**src/rtl/dcs_map.svh**
```systemverilog
`ifndef DCS_MAP_SVH
`define DCS_MAP_SVH
// ----------------------------------------------------------------
// Register offsets (byte addresses)
// ----------------------------------------------------------------
`define DCS_OFF_CTRL   12'h000
`define DCS_OFF_INPUT  12'h004
`define DCS_OFF_DATAH  12'h008
`define DCS_OFF_DATAL  12'h00C
// ----------------------------------------------------------------
// Control register fields
// ----------------------------------------------------------------
`define DCS_C_DONE     7
`define DCS_C_BUSY     6
`define DCS_C_DAC      5
`define DCS_C_EN       4
`define DCS_C_LEFT_ADJUST_BIT     3
`define DCS_C_ACK_HI   2
// ----------------------------------------------------------------
// Input register fields
// ----------------------------------------------------------------
`define DCS_I_CONN     7
`define DCS_I_TRG_HI   6
`define DCS_I_TRG_LO   5
`define DCS_I_INTERNAL_SOURCE_SELECT     4
`define DCS_I_DIFFERENTIAL_SELECT     3
`define DCS_I_CH_HI    2
`define DCS_CH_INT     3'h6
// ----------------------------------------------------------------
// Reset values and timing
// ----------------------------------------------------------------
`define DCS_RST_BYTE   8'h00
`define DCS_CLK_MHZ    40
`define DCS_INT_MHZ    2
`define DCS_INT_DIV    (`DCS_CLK_MHZ / `DCS_INT_MHZ)
`define DCS_SETTLE_US  10
`define DCS_SETTLE_CYC (`DCS_SETTLE_US * `DCS_CLK_MHZ)
`define DCS_ADC_CYC    4'hD
`define DCS_DAC_CYC    4'hB
`define DCS_SAMPLE_CYC 4'h3
`define DCS_SAR_FIRST  4'h4
`define DCS_DAC_PROP   4'h7
`define DCS_MSB_TRIAL  10'h200
`define DCS_RESP_OK    2'b00
`define DCS_RESP_ERR   2'b10
`endif

```
**src/rtl/dcs_pkg.sv**
```systemverilog
package dcs_pkg;
   // Sequencer states
   typedef enum logic [2:0] {
      DCS_OFF, DCS_SETTLE, DCS_IDLE, DCS_CONV, DCS_SYNC
   } dcs_state_t;
   // Analog front-end selection, one bundle
   typedef struct packed {
      logic       connect;  // Input pins joined to converter
      logic       differential_select;     // Differential pair selected
      logic       int_ref;  // Internal reference in use
      logic       sup_div8; // Supply divided by eight routed
      logic       temp;     // Temperature sensor routed
      logic [2:0] chan;     // Pin channel number
   } dcs_amux_t;
endpackage

```
**src/rtl/dcs_top.sv**
```systemverilog
// Local design decisions: the address map and the AXI4-Lite interface to the registers.
`timescale 1ns/10ps
`include "dcs_map.svh"
// Behaviour
// - Enable bit powers converter; wait reference settling
// - Analog-to-digital conversion lasts 13 converter cycles
// - Sample in third cycle, hold afterwards
// - At end set done flag, store result
// - Done visible one converter cycle later
// - Result stable until next end; read-only
// - Channel six: select supply or temperature
// - Supply channel presents supply over eight
// - Output mode needs enable and mode bits
// - Output mode ignores differential_select, connect, channel
// - Output mode forces two pins input-only
// - Output conversion lasts 11 cycles, sets done
// - Build from cycle two, output cycle seven
// - Data registers write-only in output mode
// - Copy data to buffer at start
// - Default clock is internal 2 MHz
// - Alternative clock from 7-bit prescaler
// - Start bit runs one conversion, self-clears
// - Timer overflow starts conversion, sets busy
// - Differential_select bit picks single-ended or differential
// - Two's complement, sign-extend or zero-fill
module dcs_top (
   input  wire logic              core_clk,
   input  wire logic              arst_n,
   input  wire logic [11:0]       s_axi_awaddr,
   input  wire logic              s_axi_awvalid,
   output logic                   s_axi_awready,
   input  wire logic [31:0]       s_axi_wdata,
   input  wire logic [3:0]        s_axi_wstrb,
   input  wire logic              s_axi_wvalid,
   output logic                   s_axi_wready,
   output logic [1:0]             s_axi_bresp,
   output logic                   s_axi_bvalid,
   input  wire logic              s_axi_bready,
   input  wire logic [11:0]       s_axi_araddr,
   input  wire logic              s_axi_arvalid,
   output logic                   s_axi_arready,
   output logic [31:0]            s_axi_rdata,
   output logic [1:0]             s_axi_rresp,
   output logic                   s_axi_rvalid,
   input  wire logic              s_axi_rready,
   input  wire logic [2:0]        tmr_ovf,
   input  wire logic              comp_in,
   output dcs_pkg::dcs_amux_t     amux,
   output logic                   analog_pwr,
   output logic                   sample_track,
   output logic [9:0]             trial_code,
   output logic [9:0]             dac_code,
   output logic                   dac_pins_input_only
);
   import dcs_pkg::*;

   // ----------------------------------------------------------------
   // Register storage
   // ----------------------------------------------------------------
   logic [7:0]  ctrl_cfg;      // Mode, enable, adjust, clock select
   logic        done_flag;     // Conversion done, sticky
   logic        busy;          // Start/busy bit
   logic [7:0]  input_cfg;     // Channel, differential_select, source, trigger
   logic [7:0]  data_hi;       // Output value, high byte
   logic [7:0]  data_lo;       // Output value, low byte
   logic [15:0] result;        // Formatted conversion result
   dcs_state_t  state;         // Sequencer state
   logic [3:0]  cnt;           // Current converter cycle number
   logic [15:0] settle_cnt;    // Reference settling timer
   logic [9:0]  dac_buf;       // Output value frozen per conversion
   logic        is_dac;        // Mode latched at start
   logic [4:0]  int_div;       // Internal 2 MHz divider
   logic [6:0]  presc;         // Free prescaler
   logic [2:0]  comp_sync;     // Comparator synchroniser
   logic        comp;          // Filtered comparator level
   logic        wr_go;         // Write that sets the start bit

   logic        en;
   logic        dac_mode;
   logic [2:0]  ack;
   logic [6:0]  ack_mask;
   logic        tick;
   logic        trig;
   logic [3:0]  last_cyc;
   logic [3:0]  sar_idx;
   logic [9:0]  trial_next;
   logic [9:0]  signed_res;

   assign en       = ctrl_cfg[`DCS_C_EN];
   // Output mode needs both bits
   assign dac_mode = en & ctrl_cfg[`DCS_C_DAC];
   assign ack      = ctrl_cfg[`DCS_C_ACK_HI:0];
   assign analog_pwr = en;

   // ----------------------------------------------------------------
   // Converter clock tick
   // ----------------------------------------------------------------
   // Internal divider stands in for the 2 MHz source and runs
   // whether or not the system clock comes from it
   always_ff @(posedge core_clk or negedge arst_n) begin
      if (!arst_n) begin
         int_div <= 5'h0_0;
      end else if (int_div == 5'(`DCS_INT_DIV - 1)) begin
         int_div <= 5'h0_0;
      end else begin
         int_div <= int_div + 5'h0_1;
      end
   end

   // Prescaler counts system clocks; not affected by CPU division
   always_ff @(posedge core_clk or negedge arst_n) begin
      if (!arst_n) begin
         presc <= 7'h0_0;
      end else begin
         presc <= presc + 7'h0_1;
      end
   end

   // Select n from 1 to 7 gives oscillator / 2^n; select 0 gives the internal 2 MHz
   assign ack_mask = 7'((8'h0_1 << ack) - 8'h0_1);
   always_comb begin
      if (ack == 3'h0) begin
         tick = (int_div == 5'(`DCS_INT_DIV - 1));
      end else begin
         tick = &(presc | ~ack_mask);
      end
   end

   // ----------------------------------------------------------------
   // Comparator input synchroniser
   // ----------------------------------------------------------------
   // Only stages two and three are looked at
   always_ff @(posedge core_clk or negedge arst_n) begin
      if (!arst_n) begin
         comp_sync <= 3'h0;
         comp      <= 1'b0;
      end else begin
         comp_sync <= {comp_sync[1:0], comp_in};
         if (comp_sync[1] == comp_sync[2]) begin
            comp <= comp_sync[2];
         end
      end
   end

   // ----------------------------------------------------------------
   // Start sources
   // ----------------------------------------------------------------
   // Timer select 0 means software only
   always_comb begin
      case (input_cfg[`DCS_I_TRG_HI:`DCS_I_TRG_LO])
         2'h1:    trig = tmr_ovf[0];
         2'h2:    trig = tmr_ovf[1];
         2'h3:    trig = tmr_ovf[2];
         default: trig = 1'b0;
      endcase
   end

   assign last_cyc = is_dac ? `DCS_DAC_CYC : `DCS_ADC_CYC;

   // ----------------------------------------------------------------
   // Sequencer
   // ----------------------------------------------------------------
   // A start waits in busy until the next converter tick
   always_ff @(posedge core_clk or negedge arst_n) begin
      if (!arst_n) begin
         state      <= DCS_OFF;
         settle_cnt <= 16'h0000;
         cnt        <= 4'h0;
      end else if (!en) begin
         state <= DCS_OFF;
         cnt   <= 4'h0;
      end else begin
         case (state)
            DCS_OFF: begin
               state      <= DCS_SETTLE;
               settle_cnt <= 16'h0000;
            end
            DCS_SETTLE: begin
               // Starts are held until references settle
               if (settle_cnt == 16'(`DCS_SETTLE_CYC - 1)) begin
                  state <= DCS_IDLE;
               end else begin
                  settle_cnt <= settle_cnt + 16'h0001;
               end
            end
            DCS_IDLE: begin
               if (busy && tick) begin
                  state <= DCS_CONV;
                  cnt   <= 4'h1;
               end
            end
            DCS_CONV: begin
               if (tick) begin
                  if (cnt == last_cyc) begin
                     state <= DCS_SYNC;
                  end else begin
                     cnt <= cnt + 4'h1;
                  end
               end
            end
            DCS_SYNC: begin
               // One extra converter cycle before the flag shows
               if (tick) begin
                  state <= DCS_IDLE;
                  cnt   <= 4'h0;
               end
            end
            default: state <= DCS_OFF;
         endcase
      end
   end

   // Mode and output value frozen at the start of each conversion
   always_ff @(posedge core_clk or negedge arst_n) begin
      if (!arst_n) begin
         is_dac  <= 1'b0;
         dac_buf <= 10'h000;
      end else if (state == DCS_IDLE && busy && tick) begin
         is_dac  <= dac_mode;
         dac_buf <= {data_hi[1:0], data_lo};
      end
   end

   // ----------------------------------------------------------------
   // Successive approximation and output update
   // ----------------------------------------------------------------
   assign sar_idx = `DCS_ADC_CYC - cnt;
   always_comb begin
      trial_next = trial_code;
      if (!comp) begin
         trial_next[sar_idx] = 1'b0;
      end
      if (sar_idx != 4'h0) begin
         trial_next[sar_idx - 4'h1] = 1'b1;
      end
   end

   // Input held after cycle three; bits decided in cycles 4..13
   assign sample_track = (state == DCS_CONV) && !is_dac &&
                         (cnt == `DCS_SAMPLE_CYC);

   always_ff @(posedge core_clk or negedge arst_n) begin
      if (!arst_n) begin
         trial_code <= 10'h000;
      end else if (state == DCS_CONV && !is_dac && tick) begin
         if (cnt == `DCS_SAMPLE_CYC) begin
            trial_code <= `DCS_MSB_TRIAL;
         end else if (cnt >= `DCS_SAR_FIRST) begin
            trial_code <= trial_next;
         end
      end
   end

   // Construction runs internally from cycle two; pins see the
   // new value from cycle seven once the top five bits are set
   always_ff @(posedge core_clk or negedge arst_n) begin
      if (!arst_n) begin
         dac_code <= 10'h000;
      end else if (state == DCS_CONV && is_dac && tick &&
                   cnt == `DCS_DAC_PROP - 4'h1) begin
         dac_code <= dac_buf;
      end
   end

   // Offset binary to two's complement, then adjust
   assign signed_res = trial_next ^ `DCS_MSB_TRIAL;
   always_ff @(posedge core_clk or negedge arst_n) begin
      if (!arst_n) begin
         result <= 16'h0000;
      end else if (state == DCS_CONV && !is_dac && tick &&
                   cnt == `DCS_ADC_CYC) begin
         if (ctrl_cfg[`DCS_C_LEFT_ADJUST_BIT]) begin
            result <= {signed_res, 6'h00};
         end else begin
            result <= {{6{signed_res[9]}}, signed_res};
         end
      end
   end

   // ----------------------------------------------------------------
   // Analog routing
   // ----------------------------------------------------------------
   // Front-end selection is parked in output mode
   always_comb begin
      amux = '0;
      if (en && !dac_mode) begin
         amux.connect = input_cfg[`DCS_I_CONN];
         amux.differential_select    = input_cfg[`DCS_I_DIFFERENTIAL_SELECT];
         amux.chan    = input_cfg[`DCS_I_CH_HI:0];
         if (amux.chan == `DCS_CH_INT) begin
            amux.int_ref  = 1'b1;
            amux.temp     = input_cfg[`DCS_I_INTERNAL_SOURCE_SELECT];
            amux.sup_div8 = !input_cfg[`DCS_I_INTERNAL_SOURCE_SELECT];
         end
      end
   end
   assign dac_pins_input_only = dac_mode;

   // ----------------------------------------------------------------
   // AXI4-Lite write channel
   // ----------------------------------------------------------------
   logic        aw_held;
   logic        w_held;
   logic [11:0] aw_addr;
   logic [31:0] w_data;
   logic [3:0]  w_strb;
   logic        wr_do;
   logic        wr_ok;
   logic        wr_ctrl;
   logic        wr_end;

   assign s_axi_awready = !aw_held && !s_axi_bvalid;
   assign s_axi_wready  = !w_held && !s_axi_bvalid;
   assign wr_do   = aw_held && w_held;
   assign wr_ok   = (aw_addr == `DCS_OFF_CTRL) ||
                    (aw_addr == `DCS_OFF_INPUT) ||
                    (aw_addr == `DCS_OFF_DATAH) ||
                    (aw_addr == `DCS_OFF_DATAL);
   assign wr_ctrl = wr_do && w_strb[0] && (aw_addr == `DCS_OFF_CTRL);
   assign wr_go   = wr_ctrl && w_data[`DCS_C_BUSY] && en;
   assign wr_end  = (state == DCS_CONV) && tick && (cnt == last_cyc);

   // Address and data are taken in either order
   always_ff @(posedge core_clk or negedge arst_n) begin
      if (!arst_n) begin
         aw_held      <= 1'b0;
         w_held       <= 1'b0;
         aw_addr      <= 12'h000;
         w_data       <= 32'h0000_0000;
         w_strb       <= 4'h0;
         s_axi_bvalid <= 1'b0;
         s_axi_bresp  <= `DCS_RESP_OK;
      end else begin
         if (s_axi_awvalid && s_axi_awready) begin
            aw_held <= 1'b1;
            aw_addr <= {s_axi_awaddr[11:2], 2'b00};
         end
         if (s_axi_wvalid && s_axi_wready) begin
            w_held <= 1'b1;
            w_data <= s_axi_wdata;
            w_strb <= s_axi_wstrb;
         end
         if (wr_do) begin
            aw_held      <= 1'b0;
            w_held       <= 1'b0;
            s_axi_bvalid <= 1'b1;
            s_axi_bresp  <= wr_ok ? `DCS_RESP_OK : `DCS_RESP_ERR;
         end else if (s_axi_bvalid && s_axi_bready) begin
            s_axi_bvalid <= 1'b0;
         end
      end
   end

   // Configuration bytes; only byte lane 0 is implemented
   always_ff @(posedge core_clk or negedge arst_n) begin
      if (!arst_n) begin
         ctrl_cfg  <= `DCS_RST_BYTE;
         input_cfg <= `DCS_RST_BYTE;
      end else if (wr_do && w_strb[0]) begin
         if (aw_addr == `DCS_OFF_CTRL) begin
            ctrl_cfg <= {2'h0, w_data[`DCS_C_DAC:0]};
         end else if (aw_addr == `DCS_OFF_INPUT) begin
            input_cfg <= w_data[7:0];
         end
      end
   end

   // Data bytes take writes only in output mode
   always_ff @(posedge core_clk or negedge arst_n) begin
      if (!arst_n) begin
         data_hi <= `DCS_RST_BYTE;
         data_lo <= `DCS_RST_BYTE;
      end else if (wr_do && w_strb[0] && dac_mode) begin
         if (aw_addr == `DCS_OFF_DATAH) begin
            data_hi <= w_data[7:0];
         end else if (aw_addr == `DCS_OFF_DATAL) begin
            data_lo <= w_data[7:0];
         end
      end
   end

   // Busy: set by software or timer, cleared with done at the end of the sync cycle after cycle N
   always_ff @(posedge core_clk or negedge arst_n) begin
      if (!arst_n) begin
         busy <= 1'b0;
      end else if (!en) begin
         busy <= 1'b0;
      end else if (wr_go) begin
         busy <= 1'b1;
      end else if (trig && !busy) begin
         busy <= 1'b1;
      end else if (state == DCS_SYNC && tick) begin
         busy <= 1'b0;
      end
   end

   // Done: a set in the clearing cycle wins over the clear
   always_ff @(posedge core_clk or negedge arst_n) begin
      if (!arst_n) begin
         done_flag <= 1'b0;
      end else if (state == DCS_SYNC && tick) begin
         done_flag <= 1'b1;
      end else if (wr_ctrl && !w_data[`DCS_C_DONE]) begin
         done_flag <= 1'b0;
      end
   end

   // ----------------------------------------------------------------
   // AXI4-Lite read channel
   // ----------------------------------------------------------------
   assign s_axi_arready = !s_axi_rvalid;
   always_ff @(posedge core_clk or negedge arst_n) begin
      if (!arst_n) begin
         s_axi_rvalid <= 1'b0;
         s_axi_rdata  <= 32'h0000_0000;
         s_axi_rresp  <= `DCS_RESP_OK;
      end else if (s_axi_arvalid && s_axi_arready) begin
         s_axi_rvalid <= 1'b1;
         s_axi_rresp  <= `DCS_RESP_OK;
         s_axi_rdata  <= 32'h0000_0000;
         if (s_axi_araddr[11:2] == `DCS_OFF_CTRL >> 2) begin
            s_axi_rdata[7:0] <= {done_flag, busy, ctrl_cfg[5:0]};
         end else if (s_axi_araddr[11:2] == `DCS_OFF_INPUT >> 2) begin
            s_axi_rdata[7:0] <= input_cfg;
         end else if (s_axi_araddr[11:2] == `DCS_OFF_DATAH >> 2) begin
            // Output mode hides the data registers
            s_axi_rdata[7:0] <= dac_mode ? 8'h00 : result[15:8];
         end else if (s_axi_araddr[11:2] == `DCS_OFF_DATAL >> 2) begin
            s_axi_rdata[7:0] <= dac_mode ? 8'h00 : result[7:0];
         end else begin
            s_axi_rresp <= `DCS_RESP_ERR;
         end
      end else if (s_axi_rvalid && s_axi_rready) begin
         s_axi_rvalid <= 1'b0;
      end
   end

   // ----------------------------------------------------------------
   // Assertions
   // ----------------------------------------------------------------
   property p_off_idle;
      @(posedge core_clk) disable iff (!arst_n)
      !en |=> (state == DCS_OFF) && !busy;
   endproperty
   a_off_idle: assert property (p_off_idle)
      else $error("converter active while disabled");

   property p_adc_len;
      @(posedge core_clk) disable iff (!arst_n)
      (state == DCS_CONV) |-> (cnt <= last_cyc) && (cnt != 4'h0);
   endproperty
   a_adc_len: assert property (p_adc_len)
      else $error("conversion cycle count out of range");

   property p_end_sync;
      @(posedge core_clk) disable iff (!arst_n)
      (wr_end && en) |=> (state == DCS_SYNC) && busy;
   endproperty
   a_end_sync: assert property (p_end_sync)
      else $error("conversion end not followed by sync");

   property p_done_set;
      @(posedge core_clk) disable iff (!arst_n)
      // A start written in the same cycle legally keeps busy up
      (state == DCS_SYNC && tick && en && !wr_go) |=> done_flag && !busy;
   endproperty
   a_done_set: assert property (p_done_set)
      else $error("done flag or busy wrong after sync");

   property p_res_hold;
      @(posedge core_clk) disable iff (!arst_n)
      !(state == DCS_CONV && tick && cnt == `DCS_ADC_CYC && !is_dac)
      |=> $stable(result);
   endproperty
   a_res_hold: assert property (p_res_hold)
      else $error("result changed outside conversion end");

   property p_pins;
      @(posedge core_clk) disable iff (!arst_n)
      dac_mode |-> dac_pins_input_only && !amux.connect;
   endproperty
   a_pins: assert property (p_pins)
      else $error("output pins not forced in output mode");

   property p_buf_hold;
      @(posedge core_clk) disable iff (!arst_n)
      (state == DCS_CONV) ##1 (state == DCS_CONV) |-> $stable(dac_buf);
   endproperty
   a_buf_hold: assert property (p_buf_hold)
      else $error("output buffer changed mid conversion");

   property p_no_start;
      @(posedge core_clk) disable iff (!arst_n)
      (wr_ctrl && !en && !busy) |=> !busy;
   endproperty
   a_no_start: assert property (p_no_start)
      else $error("start accepted while disabled");
endmodule

```
**config.mk**
```make
export PLATFORM = sky130hd
export DESIGN_NAME = dcs_top
export DESIGN_NICKNAME = d
export VERILOG_FILES = /design/src/rtl/dcs_pkg.sv /design/src/rtl/dcs_top.sv
export VERILOG_INCLUDE_DIRS = /design/src /design/src/rtl
export SDC_FILE = /design/constraint.sdc
export NUM_CORES = 1
export LEC_CHECK = 0
export ABC_AREA = 1
export BUFFER_PORTS_ARGS = -buffer_cell sky130_fd_sc_hd__buf_2
export CAP_MARGIN = 30
export CELL_PAD_IN_SITES_DETAIL_PLACEMENT = 2
export CELL_PAD_IN_SITES_GLOBAL_PLACEMENT = 2
export CORE_MARGIN = 2
export CORE_UTILIZATION = 32
export DETAILED_ROUTE_END_ITERATION = 8
export PLACE_DENSITY_LB_ADDON = 0.1
export SYNTH_ARGS = -nofsm -noshare
export SYNTH_HDL_FRONTEND = slang
export SYNTH_SLANG_ARGS = --single-unit
```
**constraint.sdc**
```tcl
create_clock -name core_clk -period 2.4 [get_ports core_clk]
set_input_delay 0.48 -clock core_clk [delete_from_list [all_inputs] [get_ports core_clk]]
set_output_delay 0.48 -clock core_clk [all_outputs]
set_load 0.05 [all_outputs]
```
==> results.py <==
metrics = {
    "hold_path": {
        "min_path_type": "in2async",
    },
    "sta": {
        "layout_min_cycle_time_ps": 2330,
        "relSlewSlack_pct": 62.8,
        "hold_viol_final": 0,
        "fin_crit_sh_pct": 97.0,
        "setup_viol": 0,
        "skew_ps": 12.4,
        "tightest_slew_ps": 557,
        "whs_ps": 7.30,
        "fmax_mhz": 430,
        "slew_violations": 0,
        "rsz0062_at_grt": "false",
        "setup_tns_ps": 0,
        "setup_ws_ps": 73.1,
    },
    "clock_tree": {
        "post_cts_buffers": 0,
        "cts.path.max_buffers": 2,
        "clock_sinks": 145,
        "ctsResizeCount": 0,
        "cts_tree": "built",
        "holdBufCountCts": 0,
        "path_clk_slew_ps": 70,
        "cts_buffers": 17,
        "clk_latency_ps": 430,
        "cts_root_buf": "clkbuf_16",
        "cts-htree-levels": 4,
    },
    "power_and_ir_drop": {
        "power.internal_mw": 4.42,
        "vdd_ir_drop_max_uv": 620,
        "switchingPower_mw": 2.05,
        "comb_power_share_pct": 14.7,
        "finalPower_mw": 6.47,
        "sw_frac_of_total_pct": 31.7,
        "cellPowerDensity_nw_per_um2": 739,
        "seqPwrFrac_pct": 42.8,
        "p_leak_nw": 4.31,
        "clkPwrFrac_pct": 42.5,
    },
    "drt": {
        "routed_wl_microns": 21700,
        "dr.first_iter.drc_count": 228,
        "drc_errors": 0,
        "vias": 6428,
        "antenna_left": 0,
        "wire_per_inst_microns": 16.6,
        "via_per_inst": 4.92,
        "drt_pass1_iterations": 4,
    },
    "worst_setup_path": {
        "cp-end-kind": "output port",
        "max_stage_delay_ps": 390,
        "worstSetupStartpointType": "flip-flop",
        "path_buf_inv": 2,
        "path_class": "reg2out",
        "cp.arrival_ps": 1850,
        "worst_ep_required_time_ps": 1920,
        "crit_slowest_cell": "dfrtp_1",
        "path_cells": "inv_2, or2_2, nor2_1, buf_2",
        "crit_path_max_fanout": 8,
        "crit_family": "simple AND/OR/NAND/NOR gates",
    },
    "die": {
        "std_cell_rows": 55,
        "start_util_pct": 32.5,
        "die_y_microns": 155,
        "die_x_microns": 155,
        "die-area_sq_um": 24100,
        "fp.coreArea_sq_um": 22500,
        "pin_count": 143,
    },
    "synthesis": {
        "synth_top_area_share_pct": 49.6,
        "synthCells": 899,
        "synthFlopType": "dfrtp_1",
        "synthTopCellsByArea": "dfrtp_1, nand2_1, o21ai_0, inv_1, nor2_1",
        "netlist_area_sq_um": 7310,
        "synth-edff-count": 0,
        "synth_cell_types": 44,
        "yosysSeqAreaShare_pct": 49.6,
        "ys_seq_elements": 145,
        "avgSynthCellArea_sq_um": 8.13,
        "ys_async_sr_fraction_pct": 100,
        "ys_warn_count": 0,
        "post-synth-top-area-cell": "dfrtp_1",
    },
    "cells_and_area": {
        "syn2layout_area_growth_pct": 19.7,
        "instances_no_fill": 1307,
        "nets": 1093,
        "drive_gt1_share_pct": 17.8,
        "fillerInstances": 2573,
        "final_core_utilization_pct": 38.9,
        "stdcell_area_sq_um": 8760,
        "antenna_cells": 0,
    },
    "global_routing": {
        "antenna_found_initial": 0,
        "overflow": 0,
        "grt_pass1_vias": 6758,
        "grt.total_usage_pct": 19.0,
        "grt_max_degree": 47,
        "grt_pass1_wl_microns": 36300,
    },
    "place": {
        "routabilityCongestion": 0.767,
        "dp_hpwl_microns": 16200,
        "dp.cells": 1275,
        "dp_slack_ps": 300,
        "place_area_sq_um": 8150,
        "io_buffers": 85,
    },
    "run_status": {
        "status": "complete, no violations",
    },
    "job": {
        "cap_violations": 0,
    },
}
[cell usage after synthesis, types with 5 or more instances]
library cell and number:
nand2_1 257, dfrtp_1 145, inv_1 80, nor2_1 76, o21ai_0 67, nand3_1 50
nand4_1 31, buf_4 27, a21oi_1 26, o21ai_1 23, ha_1 13, nor3_1 13
clkbuf_1 11, mux2_2 9, o2111ai_1 8, xor2_1 8, buf_2 7, nand2_2 5
xnor2_1 5
[cell type report]
type	instances	area, sq um	share of cell area (%)
clock buffers	18	439	5.01
clock inverters	14	170	1.94
inverters	87	327	3.73
multi-input cells	644	3160	36.1
flip-flops and latches	145	3630	41.5
well taps	285	357	4.07
repair buffers	114	674	7.70
[power by group through the flow]
| stage | Combinational (mW) | Clock [mW] | Sequential (mW) |
|---|---|---|---|
| 3_5_place_dp | 0.972 | 0 | 2.81 |
| 5_1_grt | 1.07 | 2.92 | 2.80 |
| 4_1_cts | 0.983 | 2.81 | 2.77 |
| 6_report | 0.954 | 2.75 | 2.77 |
| 2_1_floorplan | 0.627 | 0 | 2.84 |
| 3_3_place_gp | 0.944 | 0 | 2.81 |
[cells in the final DEF (no fill, tap or decap), types with 9 or more instances in the layout]
cell and n:
nor3_1 11, nor2_1 76, buf_2 84, nand4_1 31, buf_4 27, ha_1 13, inv_1 80, dfrtp_1 143
o21ai_1 23, mux2_2 9, conb_1 26, nand3_1 50, o21ai_0 67, clkbuf_16 17, nand2_1 257, a21oi_1 26
[registers in the layout (all words and copies together), names as in the netlist, 2 cells and up]
register     flops
aw_addr         10
cnt              4
comp_sync        3
ctrl_cfg         6
dac_buf         10
dac_code        10
data_hi          2
data_lo          8
input_cfg        8
int_div          5
presc            7
result          16
s_axi_rdata      8
settle_cnt      16
state            3
trial_code      10
w_data           8
[per-layer routing]
metal  vias to the layer above  wire (microns)  GRT usage [%]
met5                         -               0              0
met1                      3221           10400           25.9
met3                        10             511           3.62
li1                       3118               -              -
met2                        79           10700           31.9
met4                         0             135           3.28
[final timing paths]
kind / start / endpoint / slack (ps) / cells after the start
max: ctrl_cfg[4] / amux[6] / 70 / 4
min: arst_n / result[13] / 7 / 1
max reg2reg: cnt[1] / result[14] / 380 / 12
min reg2reg: comp_sync[0] / comp_sync[1] / 360 / 0
max in group asynchronous: arst_n / settle_cnt[12] / 1720 / 2
min in group core_clk: comp_in / comp_sync[0] / 160 / 1
[kinds of logic after synthesis]
logic type | share of synthesized area (%)
muxes | 1.39
DFF | 49.6
xor gates and xnor gates | 1.56
buffers and inverters | 8.67
other | 0.0513
and+or+nand+nor | 26.4
adders and majority gates | 2.36
AOI/OAI and AO/OA | 9.99
Note: power is estimated with default switching activity, not from simulation.
